--- src/verilog/aocr_pkg.sv ---
`default_nettype none
package aocr_pkg;

  // Register indexes; the bus byte address is four times the index.
  localparam logic [7:0] AOCR_IDX_IN2    = 8'hd8;
  localparam logic [7:0] AOCR_IDX_IN3    = 8'hda;
  localparam logic [7:0] AOCR_IDX_IN4    = 8'hdc;
  localparam logic [7:0] AOCR_IDX_IN5    = 8'hde;
  localparam logic [7:0] AOCR_IDX_IN6    = 8'he0;
  localparam logic [7:0] AOCR_IDX_STATUS = 8'he4;

  localparam int unsigned AOCR_NUM_CH = 5;
  localparam logic [AOCR_NUM_CH-1:0][7:0] AOCR_IDX_TABLE =
    {AOCR_IDX_IN6, AOCR_IDX_IN5, AOCR_IDX_IN4, AOCR_IDX_IN3, AOCR_IDX_IN2};

  // Bus geometry.
  localparam int unsigned AOCR_ADDR_W    = 12;
  localparam int unsigned AOCR_WORD_LSB  = 2;
  localparam int unsigned AOCR_WORD_W    = AOCR_ADDR_W - AOCR_WORD_LSB;
  localparam int unsigned AOCR_DATA_W    = 32;
  localparam int unsigned AOCR_STRB_W    = 4;
  localparam int unsigned AOCR_LANE0     = 0;
  localparam int unsigned AOCR_LANE1     = 1;
  localparam logic [1:0]  AOCR_RESP_OKAY   = 2'h0;
  localparam logic [1:0]  AOCR_RESP_SLVERR = 2'h2;

  // Trim word layout: bits 15..10 reserved, 9..0 signed trim.
  localparam int unsigned AOCR_TRIM_W     = 10;
  localparam int unsigned AOCR_TRIM_MSB   = 9;
  localparam int unsigned AOCR_LANE0_MSB  = 7;
  localparam int unsigned AOCR_LANE1_LSB  = 8;
  localparam int unsigned AOCR_RESERVED_LSB = 10;
  localparam logic [AOCR_TRIM_W-1:0] AOCR_TRIM_RESET = 10'h000;

  // Status register layout.
  localparam int unsigned AOCR_ST_CLAMP_BIT = 16;
  localparam int unsigned AOCR_ST_CHAN_LSB  = 17;
  localparam int unsigned AOCR_ST_CHAN_MSB  = 19;

  // Conversion result scale: one LSB is 5 V / 2^16.
  localparam int unsigned AOCR_RES_W    = 16;
  localparam int unsigned AOCR_SUM_W    = 18;
  localparam int unsigned AOCR_CHAN_W   = 3;
  localparam logic [AOCR_RES_W-1:0]  AOCR_RES_MAX   = 16'hffff;
  localparam logic [AOCR_RES_W-1:0]  AOCR_RES_MIN   = 16'h0000;
  localparam logic [AOCR_RES_W-1:0]  AOCR_RES_ONE   = 16'h0001;
  localparam logic [AOCR_CHAN_W-1:0] AOCR_CHAN_FIRST = 3'h2;
  localparam logic [AOCR_CHAN_W-1:0] AOCR_CHAN_LAST  = 3'h6;
  localparam logic [AOCR_TRIM_W-1:0] AOCR_TRIM_ONE   = 10'h001;
  localparam int AOCR_STEP_MIN = -512;
  localparam int AOCR_STEP_MAX = 511;

endpackage
`default_nettype wire

--- src/verilog/aocr_trim_adder.sv ---
`timescale 1ns/10ps
`default_nettype none
module aocr_trim_adder
  import aocr_pkg::*;
(
  // Clock and reset
  input  wire logic                   i_clk,
  input  wire logic                   i_rst_n,
  // Raw result
  input  wire logic                   i_valid,
  input  wire logic                   i_apply,
  input  wire logic [AOCR_RES_W-1:0]  i_result,
  input  wire logic [AOCR_TRIM_W-1:0] i_trim,
  // Corrected result
  output logic                        o_valid,
  output logic      [AOCR_RES_W-1:0]  o_result,
  output logic                        o_clamped
);

  logic signed [AOCR_SUM_W-1:0] sum;
  logic                         over;
  logic                         under;
  logic                         valid_d;
  logic                         valid_q;
  logic [AOCR_RES_W-1:0]        result_d;
  logic [AOCR_RES_W-1:0]        result_q;
  logic                         clamped_d;
  logic                         clamped_q;

  always_comb
  begin
    sum = $signed({2'b00, i_result})
        + $signed({{(AOCR_SUM_W-AOCR_TRIM_W){i_trim[AOCR_TRIM_MSB]}}, i_trim}); // RULE_02
    over  = sum > $signed({2'b00, AOCR_RES_MAX});
    under = sum < $signed({2'b00, AOCR_RES_MIN});
    valid_d   = i_valid;
    result_d  = result_q;
    clamped_d = clamped_q;
    if (i_valid)
    begin
      if (!i_apply)
      begin
        result_d  = i_result;
        clamped_d = 1'b0;
      end
      else if (over)
      begin
        result_d  = AOCR_RES_MAX; // RULE_06
        clamped_d = 1'b1;
      end
      else if (under)
      begin
        result_d  = AOCR_RES_MIN; // RULE_06
        clamped_d = 1'b1;
      end
      else
      begin
        result_d  = sum[AOCR_RES_W-1:0]; // RULE_03
        clamped_d = 1'b0;
      end
    end
  end

  always_ff @(posedge i_clk or negedge i_rst_n)
  begin
    if (!i_rst_n)
    begin
      valid_q   <= 1'b0;
      result_q  <= AOCR_RES_MIN;
      clamped_q <= 1'b0;
    end
    else
    begin
      valid_q   <= valid_d;
      result_q  <= result_d;
      clamped_q <= clamped_d;
    end
  end

  assign o_valid   = valid_q;
  assign o_result  = result_q;
  assign o_clamped = clamped_q;

  chk_trim_added: assert property (@(posedge i_clk) disable iff (!i_rst_n) // RULE_02
    i_valid && i_apply && !over && !under |=> o_valid && !o_clamped
      && o_result == $past(i_result) + {{(AOCR_RES_W-AOCR_TRIM_W){$past(i_trim[AOCR_TRIM_MSB])}},
                                        $past(i_trim)})
    else $error("corrected result is not raw result plus trim");

  chk_unit_step: assert property (@(posedge i_clk) disable iff (!i_rst_n) // RULE_03
    i_valid && i_apply && i_trim == AOCR_TRIM_ONE && i_result != AOCR_RES_MAX
      |=> o_result == $past(i_result) + AOCR_RES_ONE)
    else $error("one trim unit is not one result LSB");

  chk_step_range: assert property (@(posedge i_clk) disable iff (!i_rst_n) // RULE_04
    i_valid && i_apply |=>
      ($signed({2'b00, o_result}) - $signed({2'b00, $past(i_result)})) >= AOCR_STEP_MIN
      && ($signed({2'b00, o_result}) - $signed({2'b00, $past(i_result)})) <= AOCR_STEP_MAX)
    else $error("correction outside the trim span");

  chk_clamp_high: assert property (@(posedge i_clk) disable iff (!i_rst_n) // RULE_06
    i_valid && i_apply && over |=> o_result == AOCR_RES_MAX && o_clamped)
    else $error("overflow did not clamp to top of range");

  chk_clamp_low: assert property (@(posedge i_clk) disable iff (!i_rst_n) // RULE_06
    i_valid && i_apply && under |=> o_result == AOCR_RES_MIN && o_clamped)
    else $error("underflow did not clamp to zero");

endmodule
`default_nettype wire

--- src/verilog/aocr_top.sv ---
// Notes on behaviour
// RULE_01: Bits 15..10 read zero, writes ignored.
// RULE_02: Bits 9..0 signed trim added to result.
// RULE_03: One trim unit equals one result LSB.
// RULE_04: Correction spans minus 512 to plus 511.
// RULE_05: Five independent trims, indexes 0xd8 to 0xe0.
// RULE_06: Out-of-range corrected results clamp, never wrap.
//
// Local design decision: the AXI4-Lite register port.
`timescale 1ns/10ps
`default_nettype none
module aocr_top
  import aocr_pkg::*;
(
  // Clock and reset
  input  wire logic                   I_CORE_CLK,
  input  wire logic                   I_RESET_N,
  // AXI4-Lite write address and data
  input  wire logic [AOCR_ADDR_W-1:0] I_AXI_AWADDR,
  input  wire logic                   I_AXI_AWVALID,
  output logic                        O_AXI_AWREADY,
  input  wire logic [AOCR_DATA_W-1:0] I_AXI_WDATA,
  input  wire logic [AOCR_STRB_W-1:0] I_AXI_WSTRB,
  input  wire logic                   I_AXI_WVALID,
  output logic                        O_AXI_WREADY,
  // AXI4-Lite write response
  output logic [1:0]                  O_AXI_BRESP,
  output logic                        O_AXI_BVALID,
  input  wire logic                   I_AXI_BREADY,
  // AXI4-Lite read
  input  wire logic [AOCR_ADDR_W-1:0] I_AXI_ARADDR,
  input  wire logic                   I_AXI_ARVALID,
  output logic                        O_AXI_ARREADY,
  output logic [AOCR_DATA_W-1:0]      O_AXI_RDATA,
  output logic [1:0]                  O_AXI_RRESP,
  output logic                        O_AXI_RVALID,
  input  wire logic                   I_AXI_RREADY,
  // Raw conversion results
  input  wire logic                   I_CONV_VALID,
  input  wire logic [AOCR_CHAN_W-1:0] I_CONV_CHAN,
  input  wire logic [AOCR_RES_W-1:0]  I_CONV_RESULT,
  // Corrected conversion results
  output logic                        O_CORR_VALID,
  output logic [AOCR_CHAN_W-1:0]      O_CORR_CHAN,
  output logic [AOCR_RES_W-1:0]       O_CORR_RESULT,
  output logic                        O_CORR_CLAMPED
);

  logic                   aw_take;
  logic                   w_take;
  logic                   do_write;
  logic                   ar_take;
  logic                   aw_hold_d;
  logic                   aw_hold_q;
  logic [AOCR_WORD_W-1:0] aw_word_d;
  logic [AOCR_WORD_W-1:0] aw_word_q;
  logic                   w_hold_d;
  logic                   w_hold_q;
  logic [AOCR_DATA_W-1:0] w_data_d;
  logic [AOCR_DATA_W-1:0] w_data_q;
  logic [AOCR_STRB_W-1:0] w_strb_d;
  logic [AOCR_STRB_W-1:0] w_strb_q;
  logic                   awready_d;
  logic                   awready_q;
  logic                   wready_d;
  logic                   wready_q;
  logic                   bvalid_d;
  logic                   bvalid_q;
  logic [1:0]             bresp_d;
  logic [1:0]             bresp_q;
  logic                   arready_d;
  logic                   arready_q;
  logic                   rvalid_d;
  logic                   rvalid_q;
  logic [1:0]             rresp_d;
  logic [1:0]             rresp_q;
  logic [AOCR_DATA_W-1:0] rdata_d;
  logic [AOCR_DATA_W-1:0] rdata_q;
  logic [AOCR_WORD_W-1:0] ar_word;
  logic [AOCR_NUM_CH-1:0] wr_hit;
  logic [AOCR_NUM_CH-1:0] rd_hit;
  logic [AOCR_TRIM_W-1:0] trim_d [AOCR_NUM_CH];
  logic [AOCR_TRIM_W-1:0] trim_q [AOCR_NUM_CH];
  logic [AOCR_CHAN_W-1:0] chan_d;
  logic [AOCR_CHAN_W-1:0] chan_q;
  logic                   apply;
  logic [AOCR_TRIM_W-1:0] sel_trim;
  logic [AOCR_CHAN_W-1:0] sel_idx;

  // The write index sits outside the handshake process so its decode forms no loop.
  assign aw_take   = I_AXI_AWVALID && awready_q;
  assign aw_word_d = aw_take ? I_AXI_AWADDR[AOCR_ADDR_W-1:AOCR_WORD_LSB] : aw_word_q;

  // Address and data may arrive in either order; each is parked until both are here.
  always_comb
  begin
    w_take    = I_AXI_WVALID && wready_q;
    aw_hold_d = aw_hold_q || aw_take;
    w_hold_d  = w_hold_q || w_take;
    w_data_d  = w_take ? I_AXI_WDATA : w_data_q;
    w_strb_d  = w_take ? I_AXI_WSTRB : w_strb_q;
    bvalid_d  = bvalid_q && !I_AXI_BREADY;
    bresp_d   = bresp_q;
    do_write  = aw_hold_d && w_hold_d && !bvalid_q;
    if (do_write)
    begin
      aw_hold_d = 1'b0;
      w_hold_d  = 1'b0;
      bvalid_d  = 1'b1;
      bresp_d   = (|wr_hit) ? AOCR_RESP_OKAY : AOCR_RESP_SLVERR;
    end
    awready_d = !aw_hold_d && !bvalid_d;
    wready_d  = !w_hold_d && !bvalid_d;
  end

  always_ff @(posedge I_CORE_CLK or negedge I_RESET_N)
  begin
    if (!I_RESET_N)
    begin
      aw_hold_q <= 1'b0;
      aw_word_q <= '0;
      w_hold_q  <= 1'b0;
      w_data_q  <= '0;
      w_strb_q  <= '0;
      awready_q <= 1'b1;
      wready_q  <= 1'b1;
      bvalid_q  <= 1'b0;
      bresp_q   <= AOCR_RESP_OKAY;
    end
    else
    begin
      aw_hold_q <= aw_hold_d;
      aw_word_q <= aw_word_d;
      w_hold_q  <= w_hold_d;
      w_data_q  <= w_data_d;
      w_strb_q  <= w_strb_d;
      awready_q <= awready_d;
      wready_q  <= wready_d;
      bvalid_q  <= bvalid_d;
      bresp_q   <= bresp_d;
    end
  end

  // One trim register per channel, each written only through its own index.
  for (genvar i = 0; i < AOCR_NUM_CH; i++)
  begin : g_trim
    assign wr_hit[i] = aw_word_d == {2'b00, AOCR_IDX_TABLE[i]}; // RULE_05
    assign rd_hit[i] = ar_word == {2'b00, AOCR_IDX_TABLE[i]}; // RULE_05

    always_comb
    begin
      trim_d[i] = trim_q[i];
      if (do_write && wr_hit[i])
      begin
        if (w_strb_d[AOCR_LANE0])
        begin
          trim_d[i][AOCR_LANE0_MSB:0] = w_data_d[AOCR_LANE0_MSB:0];
        end
        if (w_strb_d[AOCR_LANE1])
        begin
          trim_d[i][AOCR_TRIM_MSB:AOCR_LANE1_LSB] = w_data_d[AOCR_TRIM_MSB:AOCR_LANE1_LSB]; // RULE_01
        end
      end
    end

    always_ff @(posedge I_CORE_CLK or negedge I_RESET_N)
    begin
      if (!I_RESET_N)
      begin
        trim_q[i] <= AOCR_TRIM_RESET;
      end
      else
      begin
        trim_q[i] <= trim_d[i];
      end
    end
  end

  assign ar_word = I_AXI_ARADDR[AOCR_ADDR_W-1:AOCR_WORD_LSB];

  // Reads answer one cycle after the address is taken.
  always_comb
  begin
    ar_take   = I_AXI_ARVALID && arready_q;
    rvalid_d  = rvalid_q && !I_AXI_RREADY;
    rdata_d   = rdata_q;
    rresp_d   = rresp_q;
    if (ar_take)
    begin
      rvalid_d = 1'b1;
      rdata_d  = '0; // RULE_01
      rresp_d  = AOCR_RESP_SLVERR;
      for (int k = 0; k < AOCR_NUM_CH; k++)
      begin
        if (rd_hit[k])
        begin
          rdata_d[AOCR_TRIM_MSB:0] = trim_q[k];
          rresp_d                  = AOCR_RESP_OKAY;
        end
      end
      if (ar_word == {2'b00, AOCR_IDX_STATUS})
      begin
        rdata_d[AOCR_RES_W-1:0]                       = O_CORR_RESULT;
        rdata_d[AOCR_ST_CLAMP_BIT]                    = O_CORR_CLAMPED;
        rdata_d[AOCR_ST_CHAN_MSB:AOCR_ST_CHAN_LSB]    = O_CORR_CHAN;
        rresp_d                                       = AOCR_RESP_OKAY;
      end
    end
    arready_d = !rvalid_d;
  end

  always_ff @(posedge I_CORE_CLK or negedge I_RESET_N)
  begin
    if (!I_RESET_N)
    begin
      arready_q <= 1'b1;
      rvalid_q  <= 1'b0;
      rdata_q   <= '0;
      rresp_q   <= AOCR_RESP_OKAY;
    end
    else
    begin
      arready_q <= arready_d;
      rvalid_q  <= rvalid_d;
      rdata_q   <= rdata_d;
      rresp_q   <= rresp_d;
    end
  end

  // Channels outside 2..6 pass through untouched; their trims live elsewhere.
  always_comb
  begin
    apply    = I_CONV_CHAN >= AOCR_CHAN_FIRST && I_CONV_CHAN <= AOCR_CHAN_LAST;
    sel_idx  = I_CONV_CHAN - AOCR_CHAN_FIRST;
    sel_trim = AOCR_TRIM_RESET;
    for (int k = 0; k < AOCR_NUM_CH; k++)
    begin
      if (apply && sel_idx == k[AOCR_CHAN_W-1:0])
      begin
        sel_trim = trim_q[k]; // RULE_02
      end
    end
    chan_d = I_CONV_VALID ? I_CONV_CHAN : chan_q;
  end

  always_ff @(posedge I_CORE_CLK or negedge I_RESET_N)
  begin
    if (!I_RESET_N)
    begin
      chan_q <= '0;
    end
    else
    begin
      chan_q <= chan_d;
    end
  end

  aocr_trim_adder u_adder (
    .i_clk     (I_CORE_CLK),
    .i_rst_n   (I_RESET_N),
    .i_valid   (I_CONV_VALID),
    .i_apply   (apply),
    .i_result  (I_CONV_RESULT),
    .i_trim    (sel_trim),
    .o_valid   (O_CORR_VALID),
    .o_result  (O_CORR_RESULT),
    .o_clamped (O_CORR_CLAMPED)
  );

  assign O_CORR_CHAN   = chan_q;
  assign O_AXI_AWREADY = awready_q;
  assign O_AXI_WREADY  = wready_q;
  assign O_AXI_BVALID  = bvalid_q;
  assign O_AXI_BRESP   = bresp_q;
  assign O_AXI_ARREADY = arready_q;
  assign O_AXI_RVALID  = rvalid_q;
  assign O_AXI_RDATA   = rdata_q;
  assign O_AXI_RRESP   = rresp_q;

  chk_reserved_read_zero: assert property (@(posedge I_CORE_CLK) disable iff (!I_RESET_N) // RULE_01
    ar_take && (|rd_hit) |=> O_AXI_RVALID && O_AXI_RRESP == AOCR_RESP_OKAY
      && O_AXI_RDATA[AOCR_DATA_W-1:AOCR_RESERVED_LSB] == '0)
    else $error("trim read shows nonzero reserved bits");

  chk_trim_store: assert property (@(posedge I_CORE_CLK) disable iff (!I_RESET_N) // RULE_05
    do_write && wr_hit[0] && w_strb_d[AOCR_LANE0] && w_strb_d[AOCR_LANE1]
      |=> trim_q[0] == $past(w_data_d[AOCR_TRIM_MSB:0]) && trim_q[1] == $past(trim_q[1]))
    else $error("trim write missed its register or touched another");

  chk_write_resp: assert property (@(posedge I_CORE_CLK) disable iff (!I_RESET_N)
    do_write |=> O_AXI_BVALID && !O_AXI_AWREADY && !O_AXI_WREADY)
    else $error("write response not raised one cycle after the write");

  chk_unmapped_err: assert property (@(posedge I_CORE_CLK) disable iff (!I_RESET_N)
    ar_take && !(|rd_hit) && ar_word != {2'b00, AOCR_IDX_STATUS}
      |=> O_AXI_RRESP == AOCR_RESP_SLVERR && O_AXI_RDATA == '0)
    else $error("unmapped read not answered with error and zero");

endmodule
`default_nettype wire

--- config.mk ---
export PLATFORM = sky130hd
export DESIGN_NAME = aocr_top
export DESIGN_NICKNAME = d
export VERILOG_FILES = /design/src/verilog/aocr_pkg.sv /design/src/verilog/aocr_trim_adder.sv /design/src/verilog/aocr_top.sv
export SDC_FILE = /design/constraint.sdc
export NUM_CORES = 1
export LEC_CHECK = 0
export CAP_MARGIN = 20
export CORE_ASPECT_RATIO = 1.2
export CORE_MARGIN = 2
export CORE_UTILIZATION = 64
export DETAILED_ROUTE_END_ITERATION = 12
export DONT_BUFFER_PORTS = 1
export GPL_TIMING_DRIVEN = 1
export PLACE_DENSITY = 0.84
export SLEW_MARGIN = 0
export SYNTH_ARGS = -nofsm -noshare
export SYNTH_HDL_FRONTEND = slang
export SYNTH_SLANG_ARGS = --single-unit
--- constraint.sdc ---
create_clock -name I_CORE_CLK -period 4.3 [get_ports I_CORE_CLK]
set_clock_uncertainty 0.15 [all_clocks]
set_input_delay 0 -clock I_CORE_CLK [delete_from_list [all_inputs] [get_ports I_CORE_CLK]]
set_output_delay 0 -clock I_CORE_CLK [all_outputs]
set_load 0.01 [all_outputs]
Yosys cells after proc, flatten, opt, wreduce, memory -nomap -nowiden
Cells that the tools add are included.
- register bits after elaboration: 124
- output and inout bits: 62
- add/subtract/negate cells: 2
- magnitude comparators: 4
- equality and inequality tests: 15
- mux-type cells: 31
- reductions and logical operators: 41
- operator list (cell ; number):
    two-way mux 10 bit ; 12
    equality test 10 x 8 -> 1 bit (second input constant) ; 11
    two-way mux 16 bit ; 3
    logical AND 1 bit ; 20
    two-way mux 20 bit ; 1
    AND reduction 2 bit ; 10
    adder 17 x 10 -> 18 bit ; 1
    greater-than comparator 18 x 17 -> 1 bit (second input constant) ; 1
    < comparator 18 x 1 -> 1 bit (second input constant) ; 1
    two-way mux 2 bit ; 8
    zero test 1 bit ; 7
    two-way mux 1 bit ; 7
    equality test 3 x 2 -> 1 bit (second input constant) ; 2
    OR reduction 5 bit ; 1
    equality test 3 x 1 -> 1 bit (second input constant) ; 1
    equality test 3 bit (second input constant) ; 1
    >= comparator 3 x 2 -> 1 bit (second input constant) ; 1
    <= comparator 3 bit (second input constant) ; 1
    zero test 3 bit ; 1
    subtractor 3 x 2 -> 3 bit (second input constant) ; 1
    logical OR 1 bit ; 2

Depth between registers and ports, before layout
Gate-level depths: netlist (run 1).
- word-level depth: 13
- gate-level depth with buffers: 17

Cells and area by module
Synthesis (run 1) repeated with hierarchy kept, for this count alone.
- cells, all modules: 606
- area total of the unflattened synthesis: 6926.6 um^2
- by module, submodules not included (module ; instances ; cells an instance ; area an instance (um^2) ; sequential area each (um^2)):
    aocr_top ; 1 ; 390 ; 5131.2 ; 2606.2
    aocr_trim_adder ; 1 ; 216 ; 1795.5 ; 450.4

Worst setup path before layout (run 1)
Ideal clock, no wire load.
- path kind: input to register
- from: input port I_CONV_CHAN[2]
- to: register u_adder.result_q[0], in the netlist u_adder.o_result[0]
- setup time: 138 ps
- arrival time: 3555 ps
- path slack: 456 ps
- stages: 17
- path buffers: 2
- cell sequence: inv_1 ha_1 nand2b_1 a21oi_1 and3_1 clkbuf_1 a221o_1 ha_1 fa_1 a211oi_1 o311a_2 o22ai_1 o31ai_1 nor3_4 a31oi_4 buf_6 a31oi_1
- longest elaborated chain between the ends: 13
- elaborated cells on any way between the ends: 25
- RTL lines (what ; line ; source):
    start: declaration ; aocr_top.sv:40 ; input wire logic [AOCR_CHAN_W-1:0] I_CONV_CHAN,
    subtractor 3 x 2 -> 3 bit (tied with other cells) ; aocr_top.sv:234 ; sel_idx = I_CONV_CHAN - AOCR_CHAN_FIRST;
    zero test 3 bit / logical AND 1 bit (equally long branches) ; aocr_top.sv:238, aocr_top.sv:233 ;
    logical AND 1 bit ; aocr_top.sv:238 ; if (apply && sel_idx == k[AOCR_CHAN_W-1:0])
    two-way mux 10 bit (5 in a row) ; aocr_top.sv:238 ;
    adder 17 x 10 -> 18 bit ; aocr_trim_adder.sv:33 ; + $signed({{(AOCR_SUM_W-AOCR_TRIM_W){i_trim[AOCR_TRIM_MSB]}}, i_trim});
    < comparator 18 x 1 -> 1 bit ; aocr_trim_adder.sv:35 ; under = sum < $signed({2'b00, AOCR_RES_MIN});
    two-way mux 16 bit ; aocr_trim_adder.sv:51 ; else if (under)
    two-way mux 16 bit ; aocr_trim_adder.sv:46 ; else if (over)
    two-way mux 16 bit (*) ; aocr_trim_adder.sv:41 ; if (!i_apply)
    end signal: assignment ; aocr_trim_adder.sv:75 ; result_q <= result_d;
    end: declaration ; aocr_trim_adder.sv:26 ; logic [AOCR_RES_W-1:0] result_q;
Mark *: on every way between the ends. The rest lies on a longest branch, timed or not.
A chain may end at the register's enable or synchronous reset.

Worst setup path after layout (run 1)
- from: register trim_q[49] (netlist bit)
- to: register u_adder.result_q[14], in the netlist u_adder.o_result[14]
- longest elaborated chain between the ends: 10
- elaborated cells on any way between the ends: 11
- RTL lines (what ; line ; source):
    start: declaration ; aocr_top.sv:83 ; logic [AOCR_TRIM_W-1:0] trim_q [AOCR_NUM_CH];
    start signal: indexed assignment ; aocr_top.sv:174 ; trim_q[i] <= trim_d[i];
    two-way mux 10 bit (*) (5 in a row) ; aocr_top.sv:238 ;
    adder 17 x 10 -> 18 bit (*) ; aocr_trim_adder.sv:33 ;
    < comparator 18 x 1 -> 1 bit ; aocr_trim_adder.sv:35 ;
    two-way mux 16 bit ; aocr_trim_adder.sv:51 ;
    two-way mux 16 bit (*) ; aocr_trim_adder.sv:46 ;
    two-way mux 16 bit (*) ; aocr_trim_adder.sv:41 ;
Marked as above.

==> results of run 1 <==
through the flow:
step | utilization | hold WS [ns]
final | 0.7975 | 0.03289
after global routing | 0.7975 | 0.08998
after CTS | 0.7905 | 0.02170
after detailed placement | 0.6663 | -0.4418
after global placement | 0.6663 | -0.4406
after floorplan | - | -0.4456
routing by layer:
layer,up-vias,track usage
li1,2315,-
met1,2608,0.3740
met2,280,0.5565
met3,41,0.08263
met4,0,0.1624
met5,-,0
cell families (layout without fill, tap and decap cells):
kind of cell / Yosys count / after routing / synth area share
AOI/OAI and AO/OA: 141 / 141 / 0.1467
and+or+nand+nor: 141 / 141 / 0.1096
DFF: 122 / 122 / 0.4601
muxes: 101 / 101 / 0.1793
buffers and inverters: 55 / 125 / 0.04181
adders and majority gates: 21 / 21 / 0.04068
xor gates and xnor gates: 14 / 14 / 0.02128
other: 1 / 14 / 0.0005644
synth_stat cells (2+ instances only):
master	count	share of area
nand3_1	5	0.0038
nor2_1	24	0.014
buf_2	3	0.0023
nor4b_1	2	0.0026
nand2b_1	5	0.0047
o221ai_1	2	0.0026
a21oi_1	25	0.019
xor2_1	3	0.0040
ha_1	20	0.038
o21ai_0	32	0.024
a31oi_1	18	0.017
buf_1	3	0.0017
o22ai_1	20	0.019
nand2_1	55	0.031
buf_6	2	0.0034
and2_1	4	0.0038
clkbuf_1	17	0.0096
or3_1	5	0.0047
dfrtp_1	119	0.45
and3_1	6	0.0057
mux4_2	7	0.024
xnor2_1	10	0.013
o31ai_1	3	0.0034
nand4_1	4	0.0038
nor2b_1	6	0.0057
a22o_1	11	0.015
dfstp_2	3	0.012
inv_1	16	0.0090
or2_2	3	0.0028
mux2_2	69	0.12
a221o_1	9	0.014
buf_4	14	0.016
nor3_4	3	0.0073
mux2i_1	22	0.033
a21o_1	6	0.0068
nor3_1	6	0.0045
nand3b_1	2	0.0023
mux2_1	2	0.0034
o21a_1	2	0.0023
cell type report:
type                    instances  area, µm²
clock buffers                  21      480.5
clock inverters                11      71.32
fillers                       578       2037
inverters                      16      60.06
multi-input cells             432       3363
flip-flops and latches        122       3057
well taps                     126      157.7
repair buffers                 77      833.3
critical path, stage by stage (launching register included):
cell	delay (ns)
dfrtp_1	0.40
or2_2	0.33
a32oi_1	0.35
o21ai_4	0.22
ha_1	0.43
and3_1	0.27
nand4_1	0.11
a21o_1	0.19
a41oi_2	0.43
nor3_4	0.06
a31oi_4	0.19
buf_12	0.17
a31oi_1	0.09
dlygate4sd3_1	0.60
state kept, by name, indices dropped and copies added, names as in the netlist, 2 cells and up:
name	count
trim_q	50
O_AXI_RDATA	20
u_adder.o_result	16
aw_word_q	10
w_data_q	10
O_CORR_CHAN	3
w_strb_q	2
where the power goes:
part | leakage [nW] | internal (W) | switching (W)
combinational | 1.82 | 0.000326 | 0.000389
sequential | 1.58 | 0.00133 | 0.000126
clock | 0.263 | 0.000791 | 0.000523
total | 3.66 | 0.00244 | 0.00104
worst max-delay path by stage:
stage,from,end,slack (ns),cells after the start
after global placement,I_CONV_CHAN[2],u_adder.o_result[2],0.46,17
after detailed placement,I_CONV_CHAN[2],u_adder.o_result[13],0.37,17
after floorplan,I_CONV_CHAN[2],u_adder.o_result[0],0.46,17
after global routing,I_CONV_CHAN[2],u_adder.o_result[14],0.02,18
after CTS,I_CONV_CHAN[2],u_adder.o_result[3],0.25,18
final,trim_q[49],u_adder.o_result[14],0.18,13
what timing repair did:
item	CTS	global route
setup endpoints to repair	0	2
endpoints found under the hold margin	244	7
resized for setup	0	1
hold buffers	68	1
==> flow_summary.ini, run 1 <==
[cts]
cts_htree_levels = 4
cts_setup_buffers = 0
path_clk_slew_ns = 0.05
cts-buffers-inserted = 17
cts-root-buf = clkbuf_16
clock_path_buffers = 2
clock_latency_ns = 0.42
clkSinkCount = 122
cts_tree = built

[route]
routed.top_layer = met4
wl_per_cell_um = 21.80
met1_length_um = 6545
wl_met2_um = 9011
drt_wl_total_um = 17550
vias_per_cell = 6.514
num_vias = 5244
firstDrtPassIters = 5
drc = 0
initialDrtViolationCount = 409
ant_nets = 0
wl_met3_um = 1567

[timing]
report.final.setup_viol = 0
max-slew-margin-rel = 0.3670
rsz0062_at_grt = no
worst_slew_pin_slew_ns = 0.9464
timing.final.ws_setup_ns = 0.1783
tns_ns = 0
period_share = 0.9585
slew_viol_final = 0
hold_viol = 0
fin_crit_ns = 4.122
fmax_mhz = 242.6

[min_path]
min-delay-start = I_AXI_ARADDR[3]
hold_path.class = in2reg
whs_path_depth = 5
whs_endpoint = O_AXI_RDATA[1]

[die]
initial_utilization = 0.6604
die_width_um = 97.01
num_rows = 40
die_h_um = 115.6
die_area_um2 = 11220
io_pins = 149
design.core.area_um2 = 10060

[power_and_ir_drop]
irDropWorstVdd_mv = 0.3689
total_power_w = 0.003483
p_per_area_nw_per_um2 = 434.1
p_leak_nw = 3.657

[synthesis]
synth-edff-count = 0
ys_types = 67
ys_seq_area_frac = 0.4601
synth_seq_cells = 122
ys_warn_count = 0
ys.flop_type = dfrtp_1
synthArstFlopShare = 1.000
syn_area_um2 = 6644
netlist_instances = 596
syn-mean-instance-area_um2 = 11.15

[cells_and_area]
final-instance-count-excl-fill = 805
mostFrequentLayoutCells = dfrtp_1 (119), mux2_2 (69), dlygate4sd3_1 (68)
design_area_um2 = 8023
syn2layout_area_growth_pct = 20.75
layout-drive-gt1-share = 0.2047
diodes = 0
nets = 774
layout_commonest_cell = dfrtp_1

[worst_setup_path]
worst-r2r-cell-count = 13
critPathRequiredTime_ns = 4.45
r2r_slack_ns = 0.18
r2r-end = u_adder.o_result[14]
worst_setup_path_end_kind = register
critPathArrivalTime_ns = 4.27
cp_max_fo = 16
critPathKind = reg2reg
worstSetupStartpointType = register
timing.rr.start = trim_q[49]

[placed_design]
place_ws_ns = 0.3718
placed_area_um2 = 6703
gp_congestion = 0.9613
hpwlAfterDp_um = 10760
place_inst = 702
portBuffers = 0

[outcome]
outcome = completed

[flow_run]
cap_viol_max_count = 0

[global_routing]
grt_max_degree = 123
grt-ovfl-total = 0
antenna_found_initial = 0
track_usage = 0.3211
grt_pass1_wl_um = 28020
grt_pass1_vias = 5519
Note: power is estimated with default switching activity, not from simulation.
==> run 2: changes to the inputs <==
--- a/config.mk
+++ b/config.mk
@@ -7,13 +7,13 @@
 export LEC_CHECK = 0
 export CAP_MARGIN = 20
 export CORE_ASPECT_RATIO = 1.2
-export CORE_MARGIN = 2
-export CORE_UTILIZATION = 64
+export CORE_UTILIZATION = 45
 export DETAILED_ROUTE_END_ITERATION = 12
 export DONT_BUFFER_PORTS = 1
 export GPL_TIMING_DRIVEN = 1
-export PLACE_DENSITY = 0.84
+export PLACE_DENSITY = 0.64
 export SLEW_MARGIN = 0
 export SYNTH_ARGS = -nofsm -noshare
 export SYNTH_HDL_FRONTEND = slang
 export SYNTH_SLANG_ARGS = --single-unit
+export TNS_END_PERCENT = 1
==> flow_summary.ini, run 2 (synthesis gave the netlist of run 1 again) <==
[die]
io_pins = 149
die_width_um = 112.9
initial_utilization = 0.4609
design.core.area_um2 = 14410
num_rows = 48
die_h_um = 135.1
die_area_um2 = 15260

[power_and_ir_drop]
p_per_area_nw_per_um2 = 444.8
irDropWorstVdd_mv = 0.2916
p_leak_nw = 3.678

[min_path]
min-delay-start = I_AXI_ARADDR[3]
whs_path_depth = 5
hold_path.class = in2reg
whs_endpoint = O_AXI_RDATA[2]

[global_routing]
track_usage = 0.2345
grt_pass1_vias = 5191
antenna_found_initial = 0
grt_pass1_wl_um = 27100
grt-ovfl-total = 0
grt_max_degree = 123

[cells_and_area]
fill_cells = 1214
layout_commonest_cell = dfrtp_1
layout-drive-gt1-share = 0.2003
top_register = trim_q
final_util = 0.5627
diodes = 0
largest_reg_flops = 50
mostFrequentLayoutCells = dfrtp_1 (119), mux2_2 (69), dlygate4sd3_1 (67)
nets = 774
syn2layout_area_growth_pct = 22.07

[route]
wl_per_cell_um = 19.91
num_vias = 4977
vias_per_cell = 5.828
drc = 0
initialDrtViolationCount = 317
ant_nets = 0
firstDrtPassIters = 5
drt_wl_total_um = 17010

[placed_design]
hpwlAfterDp_um = 11210
gp_congestion = 0.8595
place_ws_ns = 0.5126
portBuffers = 0

[timing]
slew_viol_final = 0
fin_crit_ns = 3.999
worst_slew_pin_slew_ns = 1.151
report.final.setup_viol = 0
timing.final.ws_setup_ns = 0.3011
fmax_mhz = 250.1
max-slew-margin-rel = 0.2305
period_share = 0.9300
tns_ns = 0
rsz0062_at_grt = no
hold_viol = 0

[worst_setup_path]
slowest_delay_ns = 0.59
r2r_slack_ns = 0.30
worst-r2r-cell-count = 15
crit_slowest_cell = dlygate4sd3_1
critPathKind = reg2reg
timing.rr.start = trim_q[10]
r2r-end = u_adder.o_result[6]
cp_max_fo = 16
worst_setup_path_end_kind = register
critPathRequiredTime_ns = 4.45
worstSetupStartpointType = register
path_cells = mux2i_1 -> o21ai_0 -> a221o_1 -> ha_1 -> fa_1 -> a211oi_1 -> o311a_2 -> o22ai_1 -> o31ai_1 -> buf_4 -> nor3_4 -> a31oi_4 -> buf_12 -> a31oi_1 -> dlygate4sd3_1
critPathArrivalTime_ns = 4.15

[flow_run]
cap_viol_max_count = 0

[cts]
cts_tree = built
clkSinkCount = 122
postCtsResizedCells = 0
clock_latency_ns = 0.43
clock_path_buffers = 2
cts_htree_levels = 4
path_clk_slew_ns = 0.05
cts-root-buf = clkbuf_16
cts-buffers-inserted = 17

[outcome]
outcome = completed
==> run 2: worst max path at each step <==
stage / start / to / slack [ns] / depth (start not counted)
floorplan: I_CONV_CHAN[2] / u_adder.o_result[0] / 0.46 / 17
CTS: trim_q[10] / u_adder.o_result[2] / 0.32 / 15
detailed placement: I_CONV_CHAN[2] / u_adder.o_result[15] / 0.51 / 18
global route: trim_q[10] / u_adder.o_result[6] / 0.01 / 15
global placement: I_CONV_CHAN[2] / u_adder.o_result[3] / 0.56 / 18
finish: trim_q[10] / u_adder.o_result[6] / 0.30 / 15
==> run 2: per-stage QoR <==
stage | instances | area [µm²] | power, W | hold slack, ns
3_3_place_gp | 753 | 6779 | 0.001956 | -0.4410
4_1_cts | 852 | 8073 | 0.003618 | 0.003491
6_report | 854 | 8110 | 0.003608 | 0.01337
5_1_grt | 854 | 8110 | 0.003772 | 0.04991
3_5_place_dp | 753 | 6779 | 0.001989 | -0.4393
2_1_floorplan | 609 | 6693 | 0.001870 | -0.4456
==> run 2: routing by layer <==
metal,vias to the layer above,routed length (µm),share of wire,GRT usage
met2,187,8037,0.47,0.3813
met3,29,1378,0.081,0.07271
met5,-,0,0,0
met1,2444,7206,0.42,0.2889
li1,2317,-,-,-
met4,0,385,0.023,0.1001
==> run 2: repair_timing <==
item	CTS	global route
hold buffers	67	1
hold endpoints to repair	244	7
setup buffers	0	0
==> run 2: layout make-up <==
cell class | instances | area [µm²] | area share
multi-input combinational | 432 | 3358 | 0.4141
sequential | 122 | 3057 | 0.3769
timing repair buffer | 77 | 810.8 | 0.09997
clock buffer | 22 | 464.2 | 0.05724
tap | 175 | 219.0 | 0.02700
clock inverter | 10 | 141.4 | 0.01743
inverter | 16 | 60.06 | 0.007405
==> run 2: power by group <==
| part | switching (W) | leakage [nW] | internal, W |
|---|---|---|---|
| logic | 0.000368 | 1.81 | 0.000324 |
| clock network | 0.000523 | 0.291 | 0.000943 |
| registers | 0.000123 | 1.58 | 0.00133 |
==> run 2: critical path: cells and delay by family, from the launching register on <==
family                     cells  cell delay (ns)
AOI/OAI and AO/OA              8             1.54
adders and majority gates      2             0.64
buffers and inverters          3             0.95
DFF                            1             0.40
muxes                          1             0.14
and+or+nand+nor                1             0.05
